$ cat src/inc/spor_regs.vh
// register offsets, fields and reset values for the status and pin-output registers
// Overview of operation
// - bit 15 flags one-time store load failure
// - soft reset clears temporary one-time load failure
// - bit 14 flags user store load failure
// - user store error never blocks any operation
// - soft reset clears user store error flag
// - bits 9-12 show channel 0-3 busy
// - bit 8 set once protection is triggered
// - reading comparator status clears protection flag
// - bits 4-7 window result, latched or live
// - bits 0-3 synchronized comparator results
// - bit 15 inserts input glitch filter
// - bit 13 enables pin output drive
// - bits 12-9 select store/channel busy source
// - codes 1000-1011 select window results
`ifndef SPOR_REGS_VH
`define SPOR_REGS_VH
`define SPOR_ADDR_GENERAL_STATUS 8'h22
`define SPOR_ADDR_COMPARATOR_STATUS 8'h23
`define SPOR_ADDR_PIN_CONFIGURATION 8'h24
`define SPOR_RST_PIN_CONFIGURATION 16'h0000
`define SPOR_RST_COMPARATOR_STATUS 16'h0000
`define SPOR_GS_OTP_ERR 15
`define SPOR_GS_USER_ERR 14
`define SPOR_GS_BUSY_LSB 9
`define SPOR_GS_ID_LSB 2
`define SPOR_CS_PROTECT 8
`define SPOR_CS_WIN_LSB 4
`define SPOR_CS_CMP_LSB 0
`define SPOR_PC_FILTER_ON 15
`define SPOR_PC_DRIVE_ON 13
`define SPOR_PC_SRC_LSB 9
`define SPOR_PC_WMASK 16'hbffe
`define SPOR_SRC_STORE_BUSY 4'h1
`define SPOR_SRC_CH_BUSY 2'h1
`define SPOR_SRC_WIN 2'h2
`define SPOR_FILTER_SAMPLES 3
`endif

$ cat src/logic/spor_status_pin_regs.v
// status and pin-output configuration register bank
`timescale 1ns/1ps
`include "spor_regs.vh"
module spor_status_pin_regs #(
  parameter [5:0] PART_ID = 6'h2a, // arbitrary value
  parameter [1:0] REVISION = 2'h0, // arbitrary value
  parameter FILTER_SAMPLES = `SPOR_FILTER_SAMPLES
) (
  // clock and reset
  input wire clk,
  input wire reset_n,
  // register access port
  input wire [7:0] reg_addr,
  input wire reg_wr,
  input wire reg_rd,
  input wire [15:0] reg_wdata,
  output reg [15:0] reg_rdata_ff,
  // store load and software reset events
  input wire load_done,
  input wire otp_load_bad,
  input wire user_load_bad,
  input wire soft_reset,
  // device status
  input wire store_write_busy,
  input wire [3:0] ch_busy,
  input wire protect_event,
  input wire window_latch_en,
  input wire [3:0] window_clear,
  // asynchronous comparator results
  input wire [3:0] cmp_raw,
  input wire [3:0] win_raw,
  // general-purpose pin
  input wire gpio_in,
  output reg gpio_out_ff,
  output reg gpio_oe_ff,
  output reg gpio_in_filtered_ff
);
  reg [1:0] rst_sync_ff;
  wire rst_n = rst_sync_ff[1];
  reg [3:0] cmp_s1_ff, cmp_s2_ff, win_s1_ff, win_s2_ff;
  reg gpio_s1_ff, gpio_s2_ff;
  reg [3:0] win_latched_ff;
  reg [3:0] busy_ff;
  reg otp_load_integrity_error_ff, user_store_load_error_ff, protect_flag_ff;
  reg [15:0] pin_cfg_ff;
  reg [FILTER_SAMPLES-1:0] filt_hist_ff;
  wire [3:0] window_compare_result = window_latch_en ? win_latched_ff : win_s2_ff;
  wire input_glitch_filter_on = pin_cfg_ff[`SPOR_PC_FILTER_ON];
  wire pin_output_drive_on = pin_cfg_ff[`SPOR_PC_DRIVE_ON];
  wire [3:0] pin_output_source_select = pin_cfg_ff[`SPOR_PC_SRC_LSB+3:`SPOR_PC_SRC_LSB];

  // register address match, shared by read and write decoding
  function addr_hit;
    input [7:0] addr;
    input [7:0] target;
    begin
      addr_hit = (addr == target);
    end
  endfunction

  wire rd_cmp = reg_rd && addr_hit(reg_addr, `SPOR_ADDR_COMPARATOR_STATUS);
  wire [15:0] general_status = {otp_load_integrity_error_ff, user_store_load_error_ff, 1'b0,
    busy_ff, 1'b0, PART_ID, REVISION};
  wire [15:0] comparator_status = {7'h00, protect_flag_ff, window_compare_result,
    cmp_s2_ff};
  reg [15:0] nxt_rdata;
  reg nxt_gpio_out;

  // reset asserts at once, releases after two edges
  always @(posedge clk or negedge reset_n) begin
    if (!reset_n)
      rst_sync_ff <= 2'h0;
    else
      rst_sync_ff <= {rst_sync_ff[0], 1'b1};
  end

  // comparator result synchroniser
  always @(posedge clk or negedge rst_n) begin
    if (!rst_n) begin
      cmp_s1_ff <= 4'h0;
      cmp_s2_ff <= 4'h0;
    end else begin
      cmp_s1_ff <= cmp_raw;
      cmp_s2_ff <= cmp_s1_ff;
    end
  end

  // window result synchroniser
  always @(posedge clk or negedge rst_n) begin
    if (!rst_n) begin
      win_s1_ff <= 4'h0;
      win_s2_ff <= 4'h0;
    end else begin
      win_s1_ff <= win_raw;
      win_s2_ff <= win_s1_ff;
    end
  end

  // pin input synchroniser
  always @(posedge clk or negedge rst_n) begin
    if (!rst_n) begin
      gpio_s1_ff <= 1'b0;
      gpio_s2_ff <= 1'b0;
    end else begin
      gpio_s1_ff <= gpio_in;
      gpio_s2_ff <= gpio_s1_ff;
    end
  end

  // channel busy, one register stage
  always @(posedge clk or negedge rst_n) begin
    if (!rst_n)
      busy_ff <= 4'h0;
    else
      busy_ff <= ch_busy;
  end

  // load integrity flags; a finished load wins over soft reset
  // user error only reports; nothing here gates other operations
  always @(posedge clk or negedge rst_n) begin
    if (!rst_n) begin
      otp_load_integrity_error_ff <= 1'b0;
      user_store_load_error_ff <= 1'b0;
    end else if (load_done) begin
      otp_load_integrity_error_ff <= otp_load_bad;
      user_store_load_error_ff <= user_load_bad;
    end else if (soft_reset) begin
      otp_load_integrity_error_ff <= 1'b0;
      user_store_load_error_ff <= 1'b0;
    end
  end

  // protection flag; set wins over read clear
  always @(posedge clk or negedge rst_n) begin
    if (!rst_n)
      protect_flag_ff <= 1'b0;
    else if (protect_event)
      protect_flag_ff <= 1'b1;
    else if (rd_cmp)
      protect_flag_ff <= 1'b0;
  end

  // sticky window latch; set wins over clear
  always @(posedge clk or negedge rst_n) begin
    if (!rst_n)
      win_latched_ff <= 4'h0;
    else
      win_latched_ff <= (win_latched_ff & ~window_clear) | win_s2_ff;
  end

  // register read data select
  always @* begin
    case (reg_addr)
      `SPOR_ADDR_GENERAL_STATUS: nxt_rdata = general_status;
      `SPOR_ADDR_COMPARATOR_STATUS: nxt_rdata = comparator_status;
      `SPOR_ADDR_PIN_CONFIGURATION: nxt_rdata = pin_cfg_ff;
      default: nxt_rdata = 16'h0000;
    endcase
  end

  // pin configuration; only the writable bits are kept
  always @(posedge clk or negedge rst_n) begin
    if (!rst_n)
      pin_cfg_ff <= `SPOR_RST_PIN_CONFIGURATION;
    else if (reg_wr && addr_hit(reg_addr, `SPOR_ADDR_PIN_CONFIGURATION))
      pin_cfg_ff <= reg_wdata & `SPOR_PC_WMASK;
  end

  // read data holds until the next read
  always @(posedge clk or negedge rst_n) begin
    if (!rst_n)
      reg_rdata_ff <= 16'h0000;
    else if (reg_rd)
      reg_rdata_ff <= nxt_rdata;
  end

  // pin output source mux; unlisted codes drive low
  always @* begin
    nxt_gpio_out = 1'b0;
    if (pin_output_source_select == `SPOR_SRC_STORE_BUSY)
      nxt_gpio_out = store_write_busy;
    else if (pin_output_source_select[3:2] == `SPOR_SRC_CH_BUSY)
      nxt_gpio_out = busy_ff[pin_output_source_select[1:0]];
    else if (pin_output_source_select[3:2] == `SPOR_SRC_WIN)
      nxt_gpio_out = window_compare_result[pin_output_source_select[1:0]];
  end

  // pin drive; value forced low while drive is off
  always @(posedge clk or negedge rst_n) begin
    if (!rst_n) begin
      gpio_out_ff <= 1'b0;
      gpio_oe_ff <= 1'b0;
    end else begin
      gpio_oe_ff <= pin_output_drive_on;
      gpio_out_ff <= pin_output_drive_on & nxt_gpio_out;
    end
  end

  // pin input path with optional glitch filter
  always @(posedge clk or negedge rst_n) begin
    if (!rst_n) begin
      gpio_in_filtered_ff <= 1'b0;
      filt_hist_ff <= {FILTER_SAMPLES{1'b0}};
    end else begin
      filt_hist_ff <= {filt_hist_ff[FILTER_SAMPLES-2:0], gpio_s2_ff};
      // filter: input must hold steady over all samples
      if (!input_glitch_filter_on)
        gpio_in_filtered_ff <= gpio_s2_ff;
      else if (&filt_hist_ff)
        gpio_in_filtered_ff <= 1'b1;
      else if (~|filt_hist_ff)
        gpio_in_filtered_ff <= 1'b0;
    end
  end
endmodule

$ cat config.mk
export PLATFORM = sky130hd
export DESIGN_NAME = spor_status_pin_regs
export DESIGN_NICKNAME = d
export VERILOG_FILES = /design/src/logic/spor_status_pin_regs.v
export VERILOG_INCLUDE_DIRS = /design/src /design/src/inc
export SDC_FILE = /design/constraint.sdc
export NUM_CORES = 1
export LEC_CHECK = 0
export ABC_AREA = 1
export BUFFER_PORTS_ARGS = -buffer_cell sky130_fd_sc_hd__buf_2
export CAP_MARGIN = 10
export CORE_MARGIN = 4
export CORE_UTILIZATION = 52
export DETAILED_ROUTE_END_ITERATION = 16
export MAX_ROUTING_LAYER = met4
export PLACE_DENSITY_LB_ADDON = 0.25
export SYNTH_ARGS = -nofsm -noshare
export SYNTH_HDL_FRONTEND = slang
export SYNTH_SLANG_ARGS = --single-unit
$ cat constraint.sdc
create_clock -name clk -period 2.4 [get_ports clk]
set_clock_uncertainty 0.05 [all_clocks]
set_input_delay 0 -clock clk [delete_from_list [all_inputs] [get_ports clk]]
set_output_delay 0 -clock clk [all_outputs]
set_load 0.02 [all_outputs]
* After elaboration in Yosys (flattened, before gate mapping)
Index checks and enable logic that the tools add are counted.
Storage, ports and cells: word-level logic and storage cells 53, output and inout port bits 19, bits of input ports 52, flip-flop bits (word level) 67
Operators by class: reductions and logical operators 6, multiplexer cells 17, eq/ne operators 7, $lt $le $gt $ge 1, bitwise operators 4
Operators with widths (number):
- 16-bit one-hot mux with 3 select lines | 1
- 8-bit by 6-bit equality test with 1-bit output (second input constant) | 3
- 1-bit two-way mux | 13
- 4-bit bitwise AND | 1
- 1-bit binary-select mux with 2-bit select | 2
- 4-bit by 1-bit equality test with 1-bit output (second input constant) | 1
- 4-bit two-way mux | 1
- 4-bit inverter | 1
- 4-bit OR | 1
- 2-bit nonzero test | 2
- 2-bit by 3-bit < comparator with 1-bit output (second input constant) | 1
- 3-bit != test (second input constant) | 1
- 3-bit AND reduction | 1
- 3-bit OR reduction | 1
- 2-bit by 1-bit equality test with 1-bit output (second input constant) | 1
- 2-bit equality test (second input constant) | 1
- 1-bit logical AND | 2
- 1-bit bitwise AND | 1

* Logic depth before layout (Yosys ltp)
Gate-level depths: netlist of the first run.
depth in word-level cells 7, depth in mapped cells 8, mapped depth without buffers 7

* Least setup slack after synthesis of the first run
No wires, ideal clock.
kind flip-flop to flip-flop, start point register pin_cfg_ff[9], end point register gpio_out_ff, cell stages (with the launch flop) 8, clock period less this slack 1.043 ns, buffers on the path 0, library setup time 0.077 ns, required time 2.273 ns, slack 1.357 ns, arrival time 0.916 ns, path through dfrtp_1 > inv_1 > nand2_1 > nand3_1 > nand4_1 > nand2_1 > nand2_1 > a21oi_1
Between the ends: word-level cells in the longest chain between the ends 6, elaborated cells between the ends (all ways) 9, those cells by class 1 x eq/ne; 7 x mux; 1 x bitwise
RTL lines:
- start, declared | line spor_status_pin_regs.v:45 | reg [15:0] pin_cfg_ff;
- start signal, assigned | line spor_status_pin_regs.v:164 | pin_cfg_ff <= `SPOR_RST_PIN_CONFIGURATION;
- start signal, assigned | line spor_status_pin_regs.v:166 | pin_cfg_ff <= reg_wdata & `SPOR_PC_WMASK;
- 1-bit binary-select mux with 2-bit select | line spor_status_pin_regs.v:185 | nxt_gpio_out = window_compare_result[pin_output_source_select[1:0]];
- 1-bit two-way mux (implied by the code) | line spor_status_pin_regs.v:185
- 1-bit two-way mux | line spor_status_pin_regs.v:184 | else if (pin_output_source_select[3:2] == `SPOR_SRC_WIN)
- 1-bit two-way mux | line spor_status_pin_regs.v:182 | else if (pin_output_source_select[3:2] == `SPOR_SRC_CH_BUSY)
- 1-bit two-way mux * | line spor_status_pin_regs.v:180 | if (pin_output_source_select == `SPOR_SRC_STORE_BUSY)
- 1-bit bitwise AND * | line spor_status_pin_regs.v:195 | gpio_out_ff <= pin_output_drive_on & nxt_gpio_out;
- end signal, assigned | line spor_status_pin_regs.v:195
- end, declared | line spor_status_pin_regs.v:34 | output reg gpio_out_ff,
Mark *: on every way between the ends. The rest lies on a longest branch, timed or not. The select of a mux whose other input is x is not followed. A chain may end at the register's enable or synchronous reset.

* Final worst setup path of the first run
start point input user_load_bad, end point register user_store_load_error_ff
Between the ends: word-level cells in the longest chain between the ends 1
RTL lines:
- start, declared | line spor_status_pin_regs.v:21 | input wire user_load_bad,
- 1-bit two-way mux | line spor_status_pin_regs.v:124 | end else if (load_done) begin
- end signal, assigned | line spor_status_pin_regs.v:126 | user_store_load_error_ff <= user_load_bad;
- end, declared | line spor_status_pin_regs.v:44 | reg otp_load_integrity_error_ff, user_store_load_error_ff, protect_flag_ff;
Every way passes these cells.

==> run metrics, run 1 <==
chip height around 80 µm; #FFs+latches synth 67; Routed WL ~5700 µm; Synth async-reset ratio 1.00; Sw Ratio 0.224; Max clock buf depth 2; width of the die slightly below 80 µm; initial antenna violation count 0; worst hold path endpoint gpio_out_ff; H-tree depth 3; RR Startpoint otp_load_integrity_error_ff; Worst VDD drop a little over 400 µV; clock share of power 0.380; Power Dens Cells around 620 nW/µm²; Final nets approximately 440; number of global-route vias before repair between 2000 and 2500; clk slew on worst S/H paths around 60 ps; Worst Path Max Fanout 1; global-route wire length before repair approximately 9500 µm; Setup Crit Path Kind in2reg; startpoint type of the worst setup path input pin; Worst Path Required ~2600 ps; post-CTS setup buffers 0; Pint 0.00177 W; post-CTS resize count 0; syn avg cell area around 9.8 µm²; routed len/inst between 10 and 15 µm; hold depth 5; Seq pwr share 0.530; synth warn 0; Logic pwr share 0.090; Routed Antenna Nets 0; detailed-route via count 2176; worst-skew pair later-pin latency between 300 and 400 ps; layout cells sized above 1 0.258; worst reg-to-reg setup slack between 1000 and 1500 ps; top-count cell post-synth nand2_1; maxcap violations 0; Setup crit start user_load_bad; Top FF cell, synth dfrtp_1; Setup TNS 0 ps; detail-routed via count per cell ~4.7; depth of the most critical reg-to-reg path 3; Hold WS just under 40 ps; unrepaired setup endpoints after global routing no; CTS buffer count 9; Ports between 70 and 80; final setup vio count 0; Pleak 1.97 nW; Hold Vio Cnt, Final 0; core box area 4850 µm²; Yosys cell types 29; clk root buf clkbuf_8; Slew Limit Fails 0; post-synth top area share 0.630; relative slew slack 0.547; starting density of the core 0.549; outcome finished, final reports clean; CTS tree done; synth top area cells dfrtp_1 (63%), nand2_1 (11%), nand3_1 (6.4%), inv_1 (4.7%), o21ai_0 (2.6%); syn_nets 324; Hold WC Path Type in2reg; Total Routing Usage GR 0.203; Clock Sinks 67; worst min-delay path startpoint store_write_busy; site row count 25; Syn Inst Count between 200 and 300; EDFF count, synth 0; DRC errors left 0; Max Freq roughly 580 MHz; largest net degree at the start of global routing 36; Die Area about 6300 µm²; area leader, netlist dfrtp_1; port bufs just under 70; fin crit period ~1700 ps; post-synthesis sequential area ratio 0.630; part of the cycle the worst path needs 0.719; routability cong. about 0.79; Area Growth Syn to Fin 37.8%; RR Endpoint otp_load_integrity_error_ff; drt first pass iters 4; synthesized area between 2000 and 3000 µm²; # diodes 0; sw power 0.000511 W; GR Overflow Total 0; dpl hpwl around 3900 µm; Commonest cells post-synth nand2_1 (80), dfrtp_1 (67), nand3_1 (34); measured slew at the worst slew-check pin around 680 ps; crit end category register; DRT iter0 DRCs ~130; WP data arrival 1890 ps
## flip-flops by register name (all words and copies together), names as in the netlist, 2 cells and up
register	count
win_latched_ff	4
cmp_s2_ff	4
reg_rdata_ff	16
filt_hist_ff	3
cmp_s1_ff	4
pin_cfg_ff	14
win_s1_ff	4
win_s2_ff	4
busy_ff	4
rst_sync_ff	2
## power by group through the flow
stage / Sequential (W) / Clock (W) / Combinational [W]
after floorplan: 0.00124 / 0 / 0.0000687
after global placement: 0.00123 / 0 / 0.000151
after detailed placement: 0.00123 / 0 / 0.000154
after CTS: 0.00121 / 0.000887 / 0.000206
after global routing: 0.00122 / 0.000935 / 0.000232
final: 0.00121 / 0.000866 / 0.000207
## stage by stage
stage          setup slack [ps]  std cells  instance area, µm²  utilization  total power [W]
2_1_floorplan               346        272                2660            -          0.00130
5_1_grt                     612        459                3660        0.756          0.00238
4_1_cts                     719        459                3660        0.756          0.00230
3_5_place_dp                783        402                3060        0.632          0.00138
3_3_place_gp                844        402                3060        0.632          0.00138
6_report                    674        459                3660        0.756          0.00228
## how the worst max path moves through the flow
stage | cells past startpoint | to | slack [ps]
6_report | 6 | user_store_load_error_ff | 670
5_1_grt | 6 | user_store_load_error_ff | 610
4_1_cts | 6 | otp_load_integrity_error_ff | 720
3_5_place_dp | 7 | pin_cfg_ff[11] | 780
3_3_place_gp | 7 | pin_cfg_ff[11] | 840
2_1_floorplan | 0 | busy_ff[0] | 350
## worst max-delay path, cell delays in order
cell	delay, ps
dlygate4sd3_1	530
buf_2	120
nand2_1	50
dlygate4sd3_1	540
o21ai_0	80
dlygate4sd3_1	560
## cell type report
class                   instances  area [µm²]
clock inverters                 1        5.00
multi-input cells             164         806
flip-flops and latches         67        1680
clock buffers                  15         186
well taps                      67        83.8
repair buffers                111         778
inverters                      34         128
fillers                       352        1180
## cells by family (layout without fill, tap and decap cells)
kind of cell / count (synthesis) / count (layout) / synth area share
compound gates: 34 / 34 / 0.0823
buf+inv: 41 / 161 / 0.0668
flops: 67 / 67 / 0.630
other cells: 1 / 1 / 0.00141
simple gates: 129 / 129 / 0.219
## timing repair
item / 4_1_cts / 5_1_grt
endpoints found under the setup margin: 0 / 0
endpoints found under the hold margin: 49 / 0
hold buffers: 41 / 0
## cell usage in the layout, fill, tap and decap left out, types with 2 or more instances in the layout
cell           count
o21ai_2            6
a21oi_2            4
dfrtp_1           66
o21ai_0           14
dlygate4sd3_1     41
o21ai_1            4
inv_1             33
buf_2             68
nor3_4             2
clkbuf_1           2
nand3_1           34
nand2_1           80
clkbuf_8          13
nor2_1             6
## routing by layer
metal  track usage  vias to the layer above  share of wire
li1              -                     1096              -
met1         0.258                     1004           0.44
met4        0.0756                        0          0.018
met3        0.0542                       11          0.061
met5             -                        -              0
met2         0.315                       65           0.48
Note: power is estimated with default switching activity, not from simulation.
==> run 2, diff against run 1 <==
Settings changed: CORE_UTILIZATION 52 to 47.
Clock period 2.4 ns to 1.49 ns, I/O delays scaled along.
==> run metrics, run 2 (synthesized netlist as in run 1, its figures left out) <==
outcome finished, final reports clean; Filler Cell Count 452 (+28%); part of the cycle the worst path needs 0.953; post-route cell area 3730 µm² (+1.9%); Clock Sinks 67 (unchanged); Max clock buf depth 2 (unchanged); width of the die 83.2 µm (+4.7%); Worst VDD drop 638 µV (+55%); unrepaired setup endpoints after global routing no; # diodes 0 (unchanged); Worst Path Max Fanout 2 (+1); site row count 27 (+8.0%); detail-routed via count per cell 4.62 (-2.6%); CTS buffer count 9 (unchanged); Total Routing Usage GR 0.186 (-0.0168); worst min-delay path startpoint store_write_busy; dpl hpwl 3890 µm (+0.51%); maxcap violations 0 (unchanged); startpoint type of the worst setup path input pin; Power Dens Cells 1050 nW/µm² (+69%); Setup crit start soft_reset; detailed-route via count 2161 (-0.69%); drt first pass iters 4 (unchanged); routability cong. 0.895 (+13%); layout cells sized above 1 0.270 (+0.0125); largest register by flop count reg_rdata_ff; Final nets 443 (+0.91%); Most Crowded Layer GR met2; Ports 71 (unchanged); Max Freq between 700 and 800 MHz; Setup TNS 0 ps (unchanged); Hold Vio Cnt, Final 0 (unchanged); H-tree depth 3 (unchanged); clk slew on worst S/H paths 70 ps (about the same); core box area 5510 µm² (+14%); RR Endpoint gpio_out_ff; flip-flop count of the largest register, all copies and words added 16 (unchanged); largest net degree at the start of global routing 58 (+61%); Routed Antenna Nets 0 (unchanged); Final Core Density 0.678 (-0.0776); global-route wire length before repair 9920 µm (+4.2%); depth of the most critical reg-to-reg path 7 (+4); crit end category register; commonest non-fill, non-tap cell in the layout nand2_1; port bufs 68 (unchanged); Setup WS post-layout 70.6 ps (-603 ps); Routed WL 5550 µm (-2.8%); Worst Path Required 1710 ps (-850 ps); starting density of the core 0.483 (-0.0656); CTS tree done; Setup WS pre-CTS 152 ps (-630 ps); worst hold path endpoint gpio_out_ff; Regs by FF count reg_rdata_ff (16), pin_cfg_ff (14); met2 usage in global routing 0.284 (-0.0312); chip height 83.2 µm (+4.7%); Pleak 1.99 nW (+1.2%); worst reg-to-reg setup slack 270 ps (-890 ps); hold depth 5 (unchanged); final setup vio count 0 (unchanged); RR Startpoint pin_cfg_ff[9]; Area Growth Syn to Fin 40.4%; routed len/inst 11.9 µm (-4.7%); worst-skew pair later-pin latency 340 ps (about the same); clk root buf clkbuf_8; fin crit period about 1400 ps; GR Overflow Total 0 (unchanged); number of global-route vias before repair 2202 (+4.1%); DRT iter0 DRCs 95 (-27%); Slew Limit Fails 0 (unchanged); placed instance area 3100 µm² (+1.2%); WP data arrival 1640 ps (-250 ps); initial antenna violation count 0 (unchanged); commonest non-fill, non-tap cells in the layout nand2_1 (80), buf_2 (68), dfrtp_1 (66); met1 Track Usage GR 0.228 (-0.0294); Setup Crit Path Kind in2reg; DRC errors left 0 (unchanged); post-CTS setup buffers 0 (unchanged); Hold WC Path Type in2reg; met3 Resource Use GR 0.0496 (-0.00457); Die Area 6930 µm² (+9.5%)
run 2: cell count changes in the layout (fill, tap and decap cells not counted):
cell | before | now
clkinv_4 | 0 | 2
clkinvlp_4 | 0 | 2
o21ai_0 | 14 | 12
inv_6 | 0 | 1
bufinv_16 | 0 | 2
clkinv_2 | 1 | 0
clkbuf_1 | 2 | 0
buf_4 | 1 | 5
clkbuf_8 | 13 | 9
o21ai_1 | 4 | 6
run 2: per-layer routing:
layer / up-vias / share of wire / wire length [µm]
met5: - / 0 / 0
met4: 0 / 0.025 / 139
met3: 13 / 0.056 / 311
met2: 59 / 0.47 / 2580
met1: 988 / 0.45 / 2520
li1: 1101 / - / -
run 2: what timing repair did:
item	in CTS	in global routing
gates resized for setup	0	2
hold buffers	41	0
setup endpoints to repair	0	2
hold endpoints to repair	49	0
run 2: critical path, stage by stage:
cell and delay [ps]:
dlygate4sd3_1 530, buf_2 110, or2_2 280, dlygate4sd3_1 580, o21ai_1 140
run 2: worst max-delay path by stage:
| stage | endpoint | cells past startpoint |
|---|---|---|
| 6_report | user_store_load_error_ff | 5 |
| 5_1_grt | otp_load_integrity_error_ff | 5 |
| 4_1_cts | user_store_load_error_ff | 5 |
| 3_5_place_dp | pin_cfg_ff[9] | 7 |
| 3_3_place_gp | pin_cfg_ff[11] | 7 |
| 2_1_floorplan | busy_ff[0] | 0 |
run 2: through the flow:
| stage | total power [W] | hold WS, ps | std cells |
|---|---|---|---|
| floorplan | 0.00210 | -346 | 272 |
| global placement | 0.00223 | -265 | 411 |
| detailed placement | 0.00224 | -264 | 411 |
| CTS | 0.00397 | 9.00 | 468 |
| global route | 0.00413 | 47.4 | 468 |
| finish | 0.00393 | 26.8 | 468 |
run 2: layout make-up:
| class | count | area, µm² | area share |
|---|---|---|---|
| Clock buffer | 9 | 124 | 0.0332 |
| Multi-Input combinational cell | 164 | 806 | 0.216 |
| Tap cell | 72 | 90.1 | 0.0241 |
| Clock inverter | 7 | 101 | 0.0271 |
| Timing Repair Buffer | 115 | 808 | 0.216 |
| Sequential cell | 67 | 1680 | 0.449 |
| Inverter | 34 | 128 | 0.0342 |
run 2: where the power goes:
part,switching (W),internal (W)
combinational,0.000170,0.000178
clock,0.000699,0.000952
sequential,0.0000403,0.00189
